## src/logic/tpwm_defines.svh

```systemverilog
`ifndef TPWM_DEFINES_SVH
`define TPWM_DEFINES_SVH
// ----------------------------------------------------------------
// Register byte offsets
// ----------------------------------------------------------------
`define TPWM_OFS_CTRL     8'h00
`define TPWM_OFS_COMPARE  8'h04
`define TPWM_OFS_COUNTER  8'h08
`define TPWM_OFS_STATUS   8'h0c
`define TPWM_OFS_PORT     8'h10
`define TPWM_OFS_ACTIVE   8'h14
// ----------------------------------------------------------------
// Field positions
// ----------------------------------------------------------------
`define TPWM_CTRL_MODE_LSB   0
`define TPWM_CTRL_ACTION_LSB 2
`define TPWM_CTRL_CLKSEL_LSB 4
`define TPWM_STAT_OVF_BIT    0
`define TPWM_STAT_CMF_BIT    1
`define TPWM_PORT_DATA_BIT   0
`define TPWM_PORT_DIR_BIT    1
// ----------------------------------------------------------------
// Reset values and counter limits
// ----------------------------------------------------------------
`define TPWM_CTRL_RST    7'h00
`define TPWM_BYTE_RST    8'h00
`define TPWM_BOTTOM      8'h00
`define TPWM_MAX         8'hff
// ----------------------------------------------------------------
// Mode codes
// ----------------------------------------------------------------
`define TPWM_MODE_NORMAL 2'h0
`define TPWM_MODE_PHASE  2'h1
`define TPWM_MODE_CTC    2'h2
`define TPWM_MODE_FAST   2'h3
// ----------------------------------------------------------------
// Prescaler masks (tick when masked divider bits are all ones)
// ----------------------------------------------------------------
`define TPWM_DIV1    10'h000
`define TPWM_DIV8    10'h007
`define TPWM_DIV32   10'h01f
`define TPWM_DIV64   10'h03f
`define TPWM_DIV128  10'h07f
`define TPWM_DIV256  10'h0ff
`define TPWM_DIV1024 10'h3ff
`endif

```

## src/logic/tpwm_pkg.sv

```systemverilog
`default_nettype none
// ----------------------------------------------------------------
// Shared types
// ----------------------------------------------------------------
package tpwm_pkg;
   typedef struct packed {
      logic [2:0] clkSel;
      logic [1:0] outputActionCode;
      logic [1:0] waveformModeField;
   } tpwm_ctrl_t;

   typedef enum logic [1:0] {
      DIR_UP   = 2'b01,
      DIR_DOWN = 2'b10
   } tpwm_dir_t;
endpackage
`default_nettype wire

```

## src/logic/tpwm_timer.sv

```systemverilog
// Operation
// RULE_01 - Mode 3 counts up BOTTOM to MAX
// RULE_02 - Fast non-inverting: clear on match, set BOTTOM
// RULE_03 - Fast inverting: set on match, clear BOTTOM
// RULE_04 - Fast: counter clears tick after MAX
// RULE_05 - Fast: overflow flag set at MAX
// RULE_06 - Action two normal, three inverted PWM
// RULE_07 - Tick is clock divided by prescale
// RULE_08 - Fast period is 256 ticks
// RULE_09 - Fast compare BOTTOM gives narrow spike
// RULE_10 - Fast compare MAX gives constant level
// RULE_11 - Fast action one toggles on match
// RULE_12 - Fast compare value is double buffered
// RULE_13 - Pin driven only when direction output
// RULE_14 - Mode 1 counts up then down
// RULE_15 - Dual-slope: up-match and down-match act oppositely
// RULE_16 - Dual-slope holds MAX one tick, reverses
// RULE_17 - Dual-slope: overflow flag set at BOTTOM
// RULE_18 - Dual-slope period is 510 ticks
// RULE_19 - Dual-slope extremes give constant levels
// RULE_20 - At MAX output takes up-match level
// RULE_21 - Missed up-match still transitions at MAX
// RULE_22 - All updates qualified by timer tick
// RULE_23 - Action zero leaves pin to port
// RULE_24 - Buffered compare loads when counter hits MAX
//
// Local design decisions: register access over APB and the address map.
`include "tpwm_defines.svh"
`timescale 1ns/100ps
`default_nettype none

module tpwm_timer (
   input  wire logic                    mclk,
   input  wire logic                    rst,
   input  wire logic                    psel,
   input  wire logic                    penable,
   input  wire logic                    pwrite,
   input  wire logic [7:0]              paddr,
   input  wire logic [31:0]             pwdata,
   output var  logic [31:0]             prdata,
   output var  logic                    pready,
   output var  logic                    pslverr,
   output var  tpwm_pkg::tpwm_ctrl_t    ctrlState,
   output var  logic                    waveformPinOut,
   output var  logic                    waveformPinOe
);
   import tpwm_pkg::*;

   // Divider mask per clock select; zero select stops the timer
   function automatic logic [9:0] divMask(input logic [2:0] sel);
      case (sel)
         3'h1:    divMask = `TPWM_DIV1;
         3'h2:    divMask = `TPWM_DIV8;
         3'h3:    divMask = `TPWM_DIV32;
         3'h4:    divMask = `TPWM_DIV64;
         3'h5:    divMask = `TPWM_DIV128;
         3'h6:    divMask = `TPWM_DIV256;
         default: divMask = `TPWM_DIV1024;
      endcase
   endfunction

   // ----------------------------------------------------------------
   // State
   // ----------------------------------------------------------------
   tpwm_ctrl_t  ctrl_reg,         ctrl_next;
   logic [7:0]  compareValue_reg, compareValue_next;
   logic [7:0]  activeCmp_reg,    activeCmp_next;
   logic [7:0]  counterValue_reg, counterValue_next;
   tpwm_dir_t   dir_reg,          dir_next;
   logic        overflowFlag_reg, overflowFlag_next;
   logic        compareMatchFlag_reg, compareMatchFlag_next;
   logic        waveform_reg,     waveform_next;
   logic        portData_reg,     portData_next;
   logic        portDir_reg,      portDir_next;
   logic [9:0]  div_reg,          div_next;
   logic [31:0] prdata_reg,       prdata_next;
   logic        pready_reg,       pready_next;
   logic        pslverr_reg,      pslverr_next;
   logic        pinOut_reg,       pinOut_next;
   logic        pinOe_reg,        pinOe_next;

   logic        access;
   logic        wrEn;
   logic        stsWr;
   logic        mapped;
   logic        timerTick;
   logic        cmpHit;
   logic [1:0]  act;

   // ----------------------------------------------------------------
   // APB slave: one wait state, so all outputs come from flops
   // ----------------------------------------------------------------
   assign access = psel & penable;
   assign wrEn   = access & pwrite & pready_reg;
   assign stsWr  = wrEn && (paddr == `TPWM_OFS_STATUS);
   assign mapped = (paddr == `TPWM_OFS_CTRL)    || (paddr == `TPWM_OFS_COMPARE) ||
                   (paddr == `TPWM_OFS_COUNTER) || (paddr == `TPWM_OFS_STATUS)  ||
                   (paddr == `TPWM_OFS_PORT)    || (paddr == `TPWM_OFS_ACTIVE);

   // Answer and read data prepared in the first access cycle
   always_comb begin
      pready_next  = access & ~pready_reg;
      pslverr_next = 1'b0;
      prdata_next  = prdata_reg;
      if (access && !pready_reg) begin
         pslverr_next = ~mapped;
         case (paddr)
            `TPWM_OFS_CTRL:    prdata_next = {25'h0, ctrl_reg};
            `TPWM_OFS_COMPARE: prdata_next = {24'h0, compareValue_reg};
            `TPWM_OFS_COUNTER: prdata_next = {24'h0, counterValue_reg};
            `TPWM_OFS_STATUS:  prdata_next = {30'h0, compareMatchFlag_reg,
                                              overflowFlag_reg};
            `TPWM_OFS_PORT:    prdata_next = {30'h0, portDir_reg, portData_reg};
            `TPWM_OFS_ACTIVE:  prdata_next = {24'h0, activeCmp_reg};
            default:           prdata_next = 32'h0;
         endcase
      end
   end

   always_ff @(posedge mclk or posedge rst) begin
      if (rst) begin
         pready_reg  <= 1'b0;
         pslverr_reg <= 1'b0;
         prdata_reg  <= 32'h0;
      end else begin
         pready_reg  <= pready_next;
         pslverr_reg <= pslverr_next;
         prdata_reg  <= prdata_next;
      end
   end

   // ----------------------------------------------------------------
   // Prescaler and timer tick
   // ----------------------------------------------------------------
   // Free divider; a clock select change may shorten the first tick
   assign timerTick = (ctrl_reg.clkSel != 3'h0) &&
                      ((div_reg & divMask(ctrl_reg.clkSel)) == divMask(ctrl_reg.clkSel)); // RULE_07

   always_comb begin
      div_next = (ctrl_reg.clkSel == 3'h0) ? 10'h000 : div_reg + 10'h001;
   end

   always_ff @(posedge mclk or posedge rst) begin
      if (rst) begin
         div_reg <= 10'h000;
      end else begin
         div_reg <= div_next;
      end
   end

   // ----------------------------------------------------------------
   // Counter, compare unit and waveform generator
   // ----------------------------------------------------------------
   assign act    = ctrl_reg.outputActionCode;
   assign cmpHit = (counterValue_reg == activeCmp_reg);

   always_comb begin
      ctrl_next             = ctrl_reg;
      compareValue_next     = compareValue_reg;
      activeCmp_next        = activeCmp_reg;
      counterValue_next     = counterValue_reg;
      dir_next              = dir_reg;
      waveform_next         = waveform_reg;
      portData_next         = portData_reg;
      portDir_next          = portDir_reg;
      // Flags gather set events here; the held value is merged last
      overflowFlag_next     = 1'b0;
      compareMatchFlag_next = 1'b0;
      // Non-PWM modes use the compare value unbuffered
      if (ctrl_reg.waveformModeField == `TPWM_MODE_NORMAL ||
          ctrl_reg.waveformModeField == `TPWM_MODE_CTC) begin
         activeCmp_next = compareValue_reg;
         dir_next       = DIR_UP;
      end
      if (timerTick) begin // RULE_22
         if (cmpHit) begin
            compareMatchFlag_next = 1'b1;
         end
         case (ctrl_reg.waveformModeField)
            `TPWM_MODE_FAST: begin
               // Single slope, 256 states per period
               if (counterValue_reg == `TPWM_MAX) begin // RULE_01 RULE_08
                  counterValue_next = `TPWM_BOTTOM; // RULE_04
                  overflowFlag_next = 1'b1; // RULE_05
                  activeCmp_next    = compareValue_reg; // RULE_12 RULE_24
               end else begin
                  counterValue_next = counterValue_reg + 8'h01;
               end
               if (act == 2'h1 && cmpHit) begin
                  waveform_next = ~waveform_reg; // RULE_11
               end else if (act[1]) begin // RULE_06
                  // BOTTOM action wins so compare MAX stays constant
                  if (counterValue_reg == `TPWM_MAX) begin
                     waveform_next = ~act[0]; // RULE_02 RULE_03 RULE_10
                  end else if (cmpHit) begin
                     waveform_next = act[0]; // RULE_02 RULE_03 RULE_09
                  end
               end
            end
            `TPWM_MODE_PHASE: begin
               // Dual slope, 510 ticks per period
               if (dir_reg == DIR_UP) begin // RULE_14 RULE_18
                  if (counterValue_reg == `TPWM_MAX) begin
                     dir_next          = DIR_DOWN; // RULE_16
                     counterValue_next = `TPWM_MAX - 8'h01;
                     activeCmp_next    = compareValue_reg; // RULE_24
                     // Level at MAX is the up-match result unless compare is MAX
                     if (act[1]) begin
                        waveform_next = (compareValue_reg == `TPWM_MAX) ?
                                        ~act[0] : act[0]; // RULE_20 RULE_21
                     end
                  end else begin
                     counterValue_next = counterValue_reg + 8'h01;
                     if (act[1] && cmpHit) begin
                        waveform_next = act[0]; // RULE_15
                     end
                  end
               end else begin
                  if (counterValue_reg == `TPWM_BOTTOM) begin
                     dir_next          = DIR_UP;
                     counterValue_next = `TPWM_BOTTOM + 8'h01;
                     overflowFlag_next = 1'b1; // RULE_17
                     // Match at BOTTOM counts as up-match: compare 0 stays low non-inverting, high inverting
                     if (act[1] && cmpHit) begin
                        waveform_next = act[0]; // RULE_19
                     end
                  end else begin
                     counterValue_next = counterValue_reg - 8'h01;
                     if (act[1] && cmpHit) begin
                        waveform_next = ~act[0]; // RULE_15 RULE_19
                     end
                  end
               end
            end
            `TPWM_MODE_CTC: begin
               counterValue_next = cmpHit ? `TPWM_BOTTOM : counterValue_reg + 8'h01;
               if (counterValue_reg == `TPWM_MAX) begin
                  overflowFlag_next = 1'b1;
               end
               if (cmpHit && act != 2'h0) begin
                  waveform_next = (act == 2'h1) ? ~waveform_reg : act[0];
               end
            end
            default: begin
               counterValue_next = counterValue_reg + 8'h01;
               if (counterValue_reg == `TPWM_MAX) begin
                  overflowFlag_next = 1'b1;
               end
               if (cmpHit && act != 2'h0) begin
                  waveform_next = (act == 2'h1) ? ~waveform_reg : act[0];
               end
            end
         endcase
      end
      // Software writes; flag set beats a same-cycle clear
      if (wrEn) begin
         case (paddr)
            `TPWM_OFS_CTRL:    ctrl_next = pwdata[6:0];
            `TPWM_OFS_COMPARE: compareValue_next = pwdata[7:0];
            `TPWM_OFS_COUNTER: counterValue_next = pwdata[7:0];
            `TPWM_OFS_PORT: begin
               portData_next = pwdata[`TPWM_PORT_DATA_BIT];
               portDir_next  = pwdata[`TPWM_PORT_DIR_BIT];
            end
            default: begin
            end
         endcase
      end
      // Set event wins over a write-one clear in the same cycle
      overflowFlag_next     = overflowFlag_next |
                              (overflowFlag_reg & ~(stsWr & pwdata[`TPWM_STAT_OVF_BIT]));
      compareMatchFlag_next = compareMatchFlag_next |
                              (compareMatchFlag_reg & ~(stsWr & pwdata[`TPWM_STAT_CMF_BIT]));
   end

   always_ff @(posedge mclk or posedge rst) begin
      if (rst) begin
         ctrl_reg             <= `TPWM_CTRL_RST;
         compareValue_reg     <= `TPWM_BYTE_RST;
         activeCmp_reg        <= `TPWM_BYTE_RST;
         counterValue_reg     <= `TPWM_BYTE_RST;
         dir_reg              <= DIR_UP;
         waveform_reg         <= 1'b0;
         portData_reg         <= 1'b0;
         portDir_reg          <= 1'b0;
         overflowFlag_reg     <= 1'b0;
         compareMatchFlag_reg <= 1'b0;
      end else begin
         ctrl_reg             <= ctrl_next;
         compareValue_reg     <= compareValue_next;
         activeCmp_reg        <= activeCmp_next;
         counterValue_reg     <= counterValue_next;
         dir_reg              <= dir_next;
         waveform_reg         <= waveform_next;
         portData_reg         <= portData_next;
         portDir_reg          <= portDir_next;
         overflowFlag_reg     <= overflowFlag_next;
         compareMatchFlag_reg <= compareMatchFlag_next;
      end
   end

   // ----------------------------------------------------------------
   // Port pin override
   // ----------------------------------------------------------------
   // One flop of lag keeps the pin glitch-free from the waveform flop
   always_comb begin
      pinOut_next = (act != 2'h0) ? waveform_reg : portData_reg; // RULE_23
      pinOe_next  = portDir_reg; // RULE_13
   end

   always_ff @(posedge mclk or posedge rst) begin
      if (rst) begin
         pinOut_reg <= 1'b0;
         pinOe_reg  <= 1'b0;
      end else begin
         pinOut_reg <= pinOut_next;
         pinOe_reg  <= pinOe_next;
      end
   end

   assign prdata         = prdata_reg;
   assign pready         = pready_reg;
   assign pslverr        = pslverr_reg;
   assign ctrlState      = ctrl_reg;
   assign waveformPinOut = pinOut_reg;
   assign waveformPinOe  = pinOe_reg;

   logic cntWr;
   assign cntWr = wrEn && paddr == `TPWM_OFS_COUNTER;
   logic fastMax;
   assign fastMax = timerTick && ctrl_reg.waveformModeField == `TPWM_MODE_FAST &&
                    counterValue_reg == `TPWM_MAX;
   logic phaseMax;
   assign phaseMax = timerTick && ctrl_reg.waveformModeField == `TPWM_MODE_PHASE &&
                     dir_reg == DIR_UP && counterValue_reg == `TPWM_MAX;
endmodule // tpwm_timer
`default_nettype wire

```

## config.mk

```make
export PLATFORM = sky130hd
export DESIGN_NAME = tpwm_timer
export DESIGN_NICKNAME = d
export VERILOG_FILES = /design/src/logic/tpwm_pkg.sv /design/src/logic/tpwm_timer.sv
export VERILOG_INCLUDE_DIRS = /design/src /design/src/logic
export SDC_FILE = /design/constraint.sdc
export NUM_CORES = 1
export LEC_CHECK = 0
export ABC_AREA = 1
export BUFFER_PORTS_ARGS = -buffer_cell sky130_fd_sc_hd__buf_2
export CORE_ASPECT_RATIO = 0.6
export CORE_UTILIZATION = 50
export CTS_BUF_LIST = sky130_fd_sc_hd__clkbuf_4
export CTS_CLUSTER_DIAMETER = 40
export DETAILED_ROUTE_END_ITERATION = 10
export PLACE_DENSITY = 0.85
export SLEW_MARGIN = 10
export SYNTH_ARGS = -nofsm -noshare
export SYNTH_HDL_FRONTEND = slang
export SYNTH_SLANG_ARGS = --single-unit
```

## constraint.sdc

```tcl
create_clock -name mclk -period 3.8 [get_ports mclk]
set_clock_uncertainty 0.2 [all_clocks]
set_input_delay 0.19 -clock mclk [delete_from_list [all_inputs] [get_ports mclk]]
set_output_delay 0.19 -clock mclk [all_outputs]
set_load 0.02 [all_outputs]
```

# Word level (Yosys, flattened, before mapping)
# Index checks and enable logic that the tools add are counted.
[op_classes]
n_addsub = 3
eq_ne = 24
mux = 46
bitwise_logic = 17
reduce_logical = 24
[op_table]
columns = ["cell", "count"]
rows = [
  ["2-to-1 mux 8 bit", 12],
  ["case mux 10 bit (6 select lines)", 1],
  ["case mux 8 bit (6 select lines)", 1],
  ["case mux 8 bit (3 select lines)", 1],
  ["2-to-1 mux 1 bit", 22],
  ["== test 8 x 4 -> 1 bit, second input constant", 2],
  ["== test 8 x 5 -> 1 bit, second input constant", 2],
  ["== test 8 bit, second input constant", 2],
  ["logical NOT 8 bit", 2],
  ["case mux 8 bit (2 select lines)", 1],
  ["2-to-1 mux 2 bit", 6],
  ["adder 10 x 1 -> 10 bit, second input constant", 1],
  ["bitwise AND 10 bit", 1],
  ["== test 10 bit", 1],
  ["2-to-1 mux 10 bit", 1],
  ["== test 3 bit, second input constant", 3],
  ["adder 8 x 1 -> 8 bit, second input constant", 1],
  ["bitwise AND 1 bit", 8],
  ["== test 8 x 3 -> 1 bit, second input constant", 1],
  ["== test 8 bit", 1],
  ["!= test 4 bit, second input constant", 2],
  ["subtractor 8 x 1 -> 8 bit, second input constant", 1],
  ["== test 2 x 1 -> 1 bit, second input constant", 3],
  ["== test 3 x 2 -> 1 bit, second input constant", 2],
  ["16 further kinds", 36],
]
[word_totals]
reg_bits = 84
output_inout_bits = 43
word_cells = 132

# Depth between registers and ports, before layout
# Gate-level depths: netlist of the first run.
[logic_depth]
depth_word = 8
depth_mapped = 14

# Worst setup path after synthesis of the first run
# OpenSTA, ideal clock, no wires.
[synth_timing]
path_type = "reg2reg"
startpoint = "register counterValue_reg[0]"
endpoint = "register waveform_reg"
setup_ps = 116
arrival_time_ps = 1638
required_time_ps = 3484
setup_slack_ps = 1846
path_stages_with_launch = 14
n_path_buf = 0
period_less_slack_ps = 1954
cell_sequence = "dfrtp_1 > inv_2 > ha_1 > inv_1 > nor2_2 > nand2_1 > nor3_4 > nor2_1 > nor2_1 > nand3_1 > nand3_2 > nand3_2 > nand2_1 > nand2_1"
[synth_via]
elab_chain_len = 6
word_cells_on_any_way = 20
cone_classes = "eq/ne: 6; mux: 8; reduce/logical: 6"
[synth_rtl]
columns = ["item", "line_no", "rtl"]
rows = [
  ["start: declaration", "tpwm_timer.sv:68", "logic [7:0] counterValue_reg, counterValue_next;"],
  ["start signal: assignment", "tpwm_timer.sv:281", "counterValue_reg <= `TPWM_BYTE_RST;"],
  ["start signal: assignment", "tpwm_timer.sv:292", "counterValue_reg <= counterValue_next;"],
  ["== test 8 bit", "tpwm_timer.sv:155", "assign cmpHit = (counterValue_reg == activeCmp_reg);"],
  ["logical AND 1 bit", "tpwm_timer.sv:214, tpwm_timer.sv:224, tpwm_timer.sv:229", ""],
  ["2-to-1 mux 1 bit", "-", ""],
  ["2-to-1 mux 1 bit (on tied branches)", "tpwm_timer.sv:219, tpwm_timer.sv:203", ""],
  ["2-to-1 mux 1 bit", "tpwm_timer.sv:202", "if (dir_reg == DIR_UP) begin"],
  ["case mux 1 bit (2 select lines)", "tpwm_timer.sv:179", "case (ctrl_reg.waveformModeField)"],
  ["end signal: assignment", "tpwm_timer.sv:294", "waveform_reg <= waveform_next;"],
  ["end: declaration", "tpwm_timer.sv:72", "logic waveform_reg, waveform_next;"],
]
# Several ways; a longest one is shown, not always the timed one. The select of a mux whose other input is x is not followed.
# A chain may end at the register's enable or synchronous reset.

# Final worst setup path of the first run
[layout_timing]
startpoint = "register ctrl_reg (netlist bit ctrlState[5])"
endpoint = "register activeCmp_reg[4]"
[layout_via]
elab_chain_len = 6
word_cells_on_any_way = 12
cone_classes = "eq/ne: 7; mux: 2; bitwise: 1; reduce/logical: 2"
[layout_rtl]
columns = ["item", "line_no", "rtl"]
rows = [
  ["start: declaration", "tpwm_timer.sv:65", "tpwm_ctrl_t ctrl_reg, ctrl_next;"],
  ["start signal: assignment", "tpwm_timer.sv:278", "ctrl_reg <= `TPWM_CTRL_RST;"],
  ["start signal: assignment", "tpwm_timer.sv:289", "ctrl_reg <= ctrl_next;"],
  ["== test 3 bit (tied with other cells)", "tpwm_timer.sv:51", "case (sel)"],
  ["case mux 10 bit (6 select lines)", "tpwm_timer.sv:51", ""],
  ["bitwise AND 10 bit", "tpwm_timer.sv:137", "((div_reg & divMask(ctrl_reg.clkSel)) == divMask(ctrl_reg.clkSel));"],
  ["== test 10 bit", "tpwm_timer.sv:137", ""],
  ["logical AND 1 bit (*)", "tpwm_timer.sv:136", "assign timerTick = (ctrl_reg.clkSel != 3'h0) &&"],
  ["2-to-1 mux 8 bit (*)", "tpwm_timer.sv:175", "if (timerTick) begin"],
  ["named net activeCmp_next[4]", "tpwm_timer.sv:67", "logic [7:0] activeCmp_reg, activeCmp_next;"],
  ["end signal: assignment", "tpwm_timer.sv:280", "activeCmp_reg <= `TPWM_BYTE_RST;"],
  ["end signal: assignment", "tpwm_timer.sv:291", "activeCmp_reg <= activeCmp_next;"],
  ["end: declaration", "tpwm_timer.sv:67", ""],
]
# Mark *: on every way through the listed nets, which the timed path passes. The rest lies on a longest branch.

==> results.ini, run 1 <==
[cts]
post_cts_buffers = 0
htreeDepth = 3
cts_buffers = 9
cts_tree = built
clock_path_buffers = 2
clkLatencyLatePin_ns = 0.44
clockRootBuffer = clkbuf_4
cts_sinks = 60
clk_pin_slew_ns = 0.12

[die]
rows = 25
io_pins = 88
core-area_um2 = 7880
die_h_um = 71.9
die-area_um2 = 8510
start_util_pct = 51.6
die_w_um = 118

[drt]
drtAntennaViolNets = 0
totalWireLength_um = 11900
num_vias = 4093
routedWlPerCell_um = 16.2
drt_first_pass_iters = 6
drc = 0
dr.first_iter.drc_count = 500
post_drt_via_cell_ratio = 5.57

[yosys]
synth_area_um2 = 4070
synth.distinct_cells = 40
synth_area_leader_cell = dfrtp_1
synth-seq-cells = 60
yosysSeqAreaShare_pct = 37.0
netlist_top_cells_area = dfrtp_1 (36%), nand2_1 (13%), inv_1 (5.4%)
syn_inst = 565
synth_top_area_share_pct = 36.3
yosysWarnings = 0
postSynthAreaPerCell_um2 = 7.20

[worst_setup_path]
r2r_slack_ns = 1.11
timing.rr.start = ctrlState[5]
cp-end-kind = flop
critPathLaunch = ctrlState[5]
critical_path.max_fanout = 20
crit_required_ns = 3.96
startpoint_type = flop
critPathKind = flop to flop
cp.arrival_ns = 2.85

[global_routing]
grt_use_total_pct = 30.1
antenna_found_initial = 0
globalRoute.totalOverflow = 0
grt_pass1_wl_um = 19400
grt_max_degree = 33
grt_pass1_vias = 3777

[cells_and_area]
stdcell_area_um2 = 4590
diodes = 0
largest_reg_flops = 10
layout-drive-gt1-share_pct = 15.9
post-route-util_pct = 58.2
areaGrowthSynthToFinish_pct = 12.8
layout.nets = 670

[sta]
hold_viol_final = 0
tns_ns = 0
rsz0062_at_grt = no
worst_pin_slew_ns = 0.833
post-route-period-util_pct = 70.9
min_period_ns = 2.69
fin_worst_hold_slack_ns = 0.0415
slew_headroom_pct = 44.3
setup_violations = 0
drv_slew = 0
fmax_ghz = 0.371

[place]
placed_area_um2 = 4260
dp_hpwl_um = 8930
gp_congestion = 0.970
portBuffers = 39

[pwr]
peakVddDrop_mv = 0.197
power.total_w = 0.00164
power_density_nw_per_um2 = 357
leakagePower_nw = 2.18

[min_path]
hold_start = paddr[3]
holdCritPathClass = input pin to flop

[run_status]
outcome = finished clean

[flow_run]
cap_violations = 0

[routing by layer]
layer	share of wire (%)	routed length, um	vias to the layer above	global-route usage (%)
met1	44	5280	1894	43.1
li1	-	-	1926	-
met4	1.2	143	0	7.45
met5	0	0	-	0
met2	40	4790	251	42.4
met3	14	1710	22	11.8
[where the power goes]
group | internal (W) | leakage, nW | switching, W | total [W]
logic | 0.000121 | 1.31 | 0.000249 | 0.000371
clock network | 0.000271 | 0.0905 | 0.000275 | 0.000545
registers | 0.000660 | 0.781 | 0.0000603 | 0.000720
total | 0.00105 | 2.18 | 0.000584 | 0.00164
[final timing paths]
check	cells after the start	endpoint
setup reg to reg	9	activeCmp_reg[4]
hold reg to reg	0	waveformPinOe
max in group asynchronous	4	ctrlState[1]
setup / recovery	9	activeCmp_reg[4]
hold / removal	6	overflowFlag_reg
min in group asynchronous	3	prdata[2]
[what timing repair did]
action                    in CTS  in global routing
gates resized for setup        0                  0
hold endpoints to repair      58                  0
hold buffers                  16                  0
[final cells by class]
class	count	area [um2]
multi-input cells	420	2130
repair buffers	57	370
clock buffers	9	67.6
clock inverters	7	100
inverters	74	283
well taps	108	135
fillers	736	3300
flip-flops and latches	60	1500
[cells in the mapped netlist]
cell type	number
nand3_1	37
o21ai_2	3
conb_1	1
nand2_2	3
nor2_4	5
nor3_2	1
buf_4	27
xnor2_1	3
nor3b_1	3
dfstp_2	1
dfrtp_1	59
buf_2	2
nand3b_1	1
inv_2	12
xor2_1	9
nand2_1	139
a21oi_1	29
o21ai_1	17
a31oi_1	1
clkinv_4	1
nor3_1	9
o21a_1	1
nand2_4	1
a21oi_2	1
nor3_4	4
buf_6	1
nor3b_2	1
nor2_1	49
clkbuf_1	4
nand4_1	10
nor2_2	4
inv_1	58
o22ai_1	21
clkinv_1	3
nor2_8	1
o211ai_1	3
o31ai_1	4
o21ai_0	29
nand3_2	4
ha_1	3
[layout by cell type, fill, tap and decap left out, types with 5 or more instances in the layout]
master         count
o21ai_1           17
inv_1             57
o21ai_0           29
nand3_1           37
nor3_1             9
buf_2             39
xor2_1             9
dlygate4sd3_1     16
nor2_4             5
clkbuf_4           9
nor2_1            49
nand4_1           10
a21oi_1           29
inv_2             13
dfrtp_1           59
o22ai_1           21
conb_1            24
nand2_1          139
[worst max-delay path: stages (launching register included)]
cell and delay, ns:
dfrtp_1 0.45, inv_1 0.13, nand2_1 0.12, a21oi_1 0.15
nand2_1 0.06, nand2_1 0.06, nand2_1 0.48, inv_1 0.48
nand3_2 0.24, o22ai_1 0.23
[per-stage QoR]
| step | instances | worst slack [ns] |
|---|---|---|
| after floorplan | 588 | 1.85 |
| after global placement | 703 | 1.32 |
| after detailed placement | 703 | 1.31 |
| after CTS | 735 | 1.28 |
| after global routing | 735 | 0.956 |
| final | 735 | 1.11 |
[cells by family (layout without fill, tap and decap cells)]
logic type	after synthesis	after routing	share of synthesized area, %
AO/OA/AOI/OAI	109	109	15.0
XOR/XNOR	12	12	2.58
adder cells (fa/ha/maj)	3	3	0.923
buffers and inverters	108	147	12.8
flip-flops	60	60	37.0
other	1	24	0.0922
AND/OR/NAND/NOR	272	272	31.7
Note: power is estimated with default switching activity, not from simulation.
==> run 2, diff against run 1 <==
--- a/config.mk
+++ b/config.mk
@@ -13,7 +13,7 @@
 export CTS_BUF_LIST = sky130_fd_sc_hd__clkbuf_4
 export CTS_CLUSTER_DIAMETER = 40
 export DETAILED_ROUTE_END_ITERATION = 10
-export PLACE_DENSITY = 0.85
+export PLACE_DENSITY = 0.88
 export SLEW_MARGIN = 10
 export SYNTH_ARGS = -nofsm -noshare
 export SYNTH_HDL_FRONTEND = slang
==> constraint.sdc (replaced) <==
create_clock -name mclk -period 2.2 [get_ports mclk]
set_clock_uncertainty 0.2 [all_clocks]
set_input_delay 0.11 -clock mclk [delete_from_list [all_inputs] [get_ports mclk]]
set_output_delay 0.11 -clock mclk [all_outputs]
set_load 0.02 [all_outputs]
==> run 2 against run 1 <==
  * Critical path depth increased by 5
  * Die area unchanged
  * Register-to-register slack lost 1.0 ns
  * Hold slack better by 0.0096 ns
  * Clock power grew 21%
  * Flip-flop and latch count is the same
  * Core utilization is 2.7 points higher
  * First-iteration DRC count up 22%
  * Setup slack got worse by 1.0 ns
  * Maximum frequency grew 26%
  * Power is 60% higher
  * Critical path type unchanged
  * Largest cell class unchanged
==> results.ini, run 2 (synthesis gave the netlist of run 1 again) <==
[cells_and_area]
largest_reg_flops = 10  ; unchanged
final_common_cell = nand2_1  ; unchanged
layout-drive-gt1-share_pct = 20.8  ; was 15.9%
n_fill_cell = 748  ; was 736
final_cell_mix = nand2_1 (135), dfrtp_1 (57), inv_1 (56), nor2_1 (47), buf_2 (39)  ; was nand2_1 (139), dfrtp_1 (59), inv_1 (57), nor2_1 (49), buf_2 (39)
layout.nets = 697  ; was 670
layout.area.seq_um2 = 1510  ; was 1500 um2
instances_no_fill = 762  ; was 735
diodes = 0  ; unchanged
multi_input_area_um2 = 2170  ; was 2130 um2
post-route-util_pct = 60.8  ; was 58.2%
areaGrowthSynthToFinish_pct = 17.9  ; was 12.8%

[worst_setup_path]
max_stage_delay_ns = 0.44  ; was 0.48 ns
timing.rr.start = counterValue_reg[1]  ; was ctrlState[5]
critPathKind = flop to flop  ; unchanged
reg2reg_to = counterValue_reg[1]  ; was activeCmp_reg[4]
startpoint_type = flop  ; unchanged
cp.arrival_ns = 2.27  ; was 2.85 ns
critical_path.max_fanout = 4  ; was 20
r2r_slack_ns = 0.07  ; was 1.11 ns
slowest_stage = dfrtp_2  ; was nand2_1
crit_required_ns = 2.34  ; was 3.96 ns
cp-end-kind = flop  ; unchanged
r2r.worst_path.cells = 14  ; was 9
path_cells = inv_2 > ha_4 > inv_1 > nor2_2 > nand2_2 > nor3_4 > buf_6 > nor2_1 > nor2_2 > o21ai_1 > o21ai_1 > nand2_1 > nand2_1 > o21ai_2  ; was inv_1 > nand2_1 > a21oi_1 > nand2_1 > nand2_1 > nand2_1 > inv_1 > nand3_2 > o22ai_1

[cts]
clockRootBuffer = clkbuf_4  ; unchanged
clock_path_buffers = 2  ; unchanged
clk_pin_slew_ns = 0.10  ; was 0.12 ns
cts_tree = built  ; unchanged
cts_buffers = 9  ; unchanged
clkLatencyLatePin_ns = 0.45  ; was 0.44 ns
cts_sinks = 60  ; unchanged
htreeDepth = 3  ; unchanged

[place]
dp_hpwl_um = 9360  ; was 8930 um
dp_slack_ns = 0.0737  ; was 1.31 ns
gp_congestion = 0.965  ; was 0.970
placed_cells = 726  ; was 703
portBuffers = 39  ; unchanged

[flow_run]
cap_violations = 0  ; unchanged

[drt]
drtAntennaViolNets = 0  ; unchanged
routedWlPerCell_um = 16.2  ; about the same
drt_first_pass_iters = 6  ; unchanged
dr.first_iter.drc_count = 610  ; was 500
post_drt_via_cell_ratio = 5.55  ; was 5.57
totalWireLength_um = 12300  ; was 11900 um
num_vias = 4228  ; was 4093
drc = 0  ; unchanged

[global_routing]
busiest_layer = met1  ; unchanged
grtUsageMet2_pct = 42.4  ; about the same
grt_max_degree = 61  ; was 33
grt_use_total_pct = 30.2  ; was 30.1%
met1_usage_pct = 43.9  ; was 43.1%
use_met3_pct = 10.3  ; was 11.8%
antenna_found_initial = 0  ; unchanged
grt_pass1_wl_um = 19200  ; was 19400 um
globalRoute.totalOverflow = 0  ; unchanged
grt_pass1_vias = 3766  ; was 3777

[sta]
post-route-period-util_pct = 96.9  ; was 70.9%
worst_pin_slew_ns = 0.587  ; was 0.833 ns
drv_slew = 0  ; unchanged
min_period_ns = 2.13  ; was 2.69 ns
fin_worst_hold_slack_ns = 0.0511  ; was 0.0415 ns
hold_viol_final = 0  ; unchanged
slew_headroom_pct = 60.7  ; was 44.3%
rsz0062_at_grt = yes  ; was no
fmax_ghz = 0.469  ; was 0.371 GHz
setup_violations = 0  ; unchanged
worst_slack_ns = 0.0677  ; was 1.11 ns

[pwr]
power.total_w = 0.00262  ; was 0.00164 W
peakVddDrop_mv = 0.419  ; was 0.197 mV
power_density_nw_per_um2 = 547  ; was 357 nW/um2
leakagePower_nw = 2.30  ; was 2.18 nW

[die]
die_w_um = 118  ; unchanged
rows = 25  ; unchanged
die-area_um2 = 8510  ; unchanged
start_util_pct = 51.6  ; unchanged
die_h_um = 71.9  ; unchanged
core-area_um2 = 7880  ; unchanged
io_pins = 88  ; unchanged

[min_path]
holdCritPathClass = input pin to asynchronous set/reset pin  ; was input pin to flop

[run_status]
outcome = finished clean  ; unchanged

==> run 2: changes by cell type in the layout (fill, tap and decap cells not counted), moves of 2 or more <==
cell,previous run,this run
buf_4,2,26
bufinv_16,2,0
clkinv_2,1,4
clkinv_4,4,1
dfrtp_1,59,57
dfrtp_2,0,2
nand2_1,139,135
nand2_4,1,4
nor2_1,49,47
nor2_2,4,6
==> run 2: layout make-up <==
cell class | count | share of cell area, %
repair buffers | 84 | 12.3
flip-flops and latches | 60 | 31.4
clock inverters | 6 | 0.652
clock buffers | 10 | 1.57
multi-input cells | 420 | 45.3
inverters | 74 | 5.90
well taps | 108 | 2.82
==> run 2: critical path: cells and delay by family (launching register included) <==
| kind | cells | cell delay [ns] |
|---|---|---|
| buffers and inverters | 3 | 0.27 |
| AO/OA/AOI/OAI | 3 | 0.19 |
| adder cells (fa/ha/maj) | 1 | 0.13 |
| AND/OR/NAND/NOR | 7 | 0.79 |
| flip-flops | 1 | 0.44 |
==> run 2: worst max-delay path by stage <==
stage                     cells past startpoint  slack (ns)                   to           startpoint
after detailed placement                     13        0.07  counterValue_reg[4]  counterValue_reg[1]
final                                        14        0.07  counterValue_reg[1]  counterValue_reg[1]
after floorplan                              13        0.25         waveform_reg  counterValue_reg[0]
after CTS                                    13        0.05  counterValue_reg[4]  counterValue_reg[1]
after global placement                       12        0.10  counterValue_reg[1]  counterValue_reg[4]
after global routing                         14       -0.03  counterValue_reg[1]  counterValue_reg[1]
==> run 2: metrics by stage <==
| step | cell area (um2) | setup TNS (ns) |
|---|---|---|
| 6_report | 4800 | 0 |
| 3_3_place_gp | 4440 | 0 |
| 3_5_place_dp | 4440 | 0 |
| 4_1_cts | 4720 | 0 |
| 5_1_grt | 4800 | -0.0422 |
| 2_1_floorplan | 4150 | 0 |
==> run 2: report_power, final <==
part | internal, W | switching (W) | total, W
clock network | 0.000232 | 0.000425 | 0.000657
logic | 0.000283 | 0.000473 | 0.000756
registers | 0.00114 | 0.0000667 | 0.00121
==> run 2: repair_timing <==
item,in CTS,in global routing
hold buffers,17,0
endpoints found under the setup margin,0,17
setup buffers,0,4
hold endpoints to repair,91,0
resized for setup,0,16
==> run 2: routing by layer <==
layer / share of wire [%] / vias to the layer above
met5: 0 / -
met4: 1.5 / 0
met3: 13 / 26
met2: 40 / 259
met1: 45 / 1960
li1: - / 1983
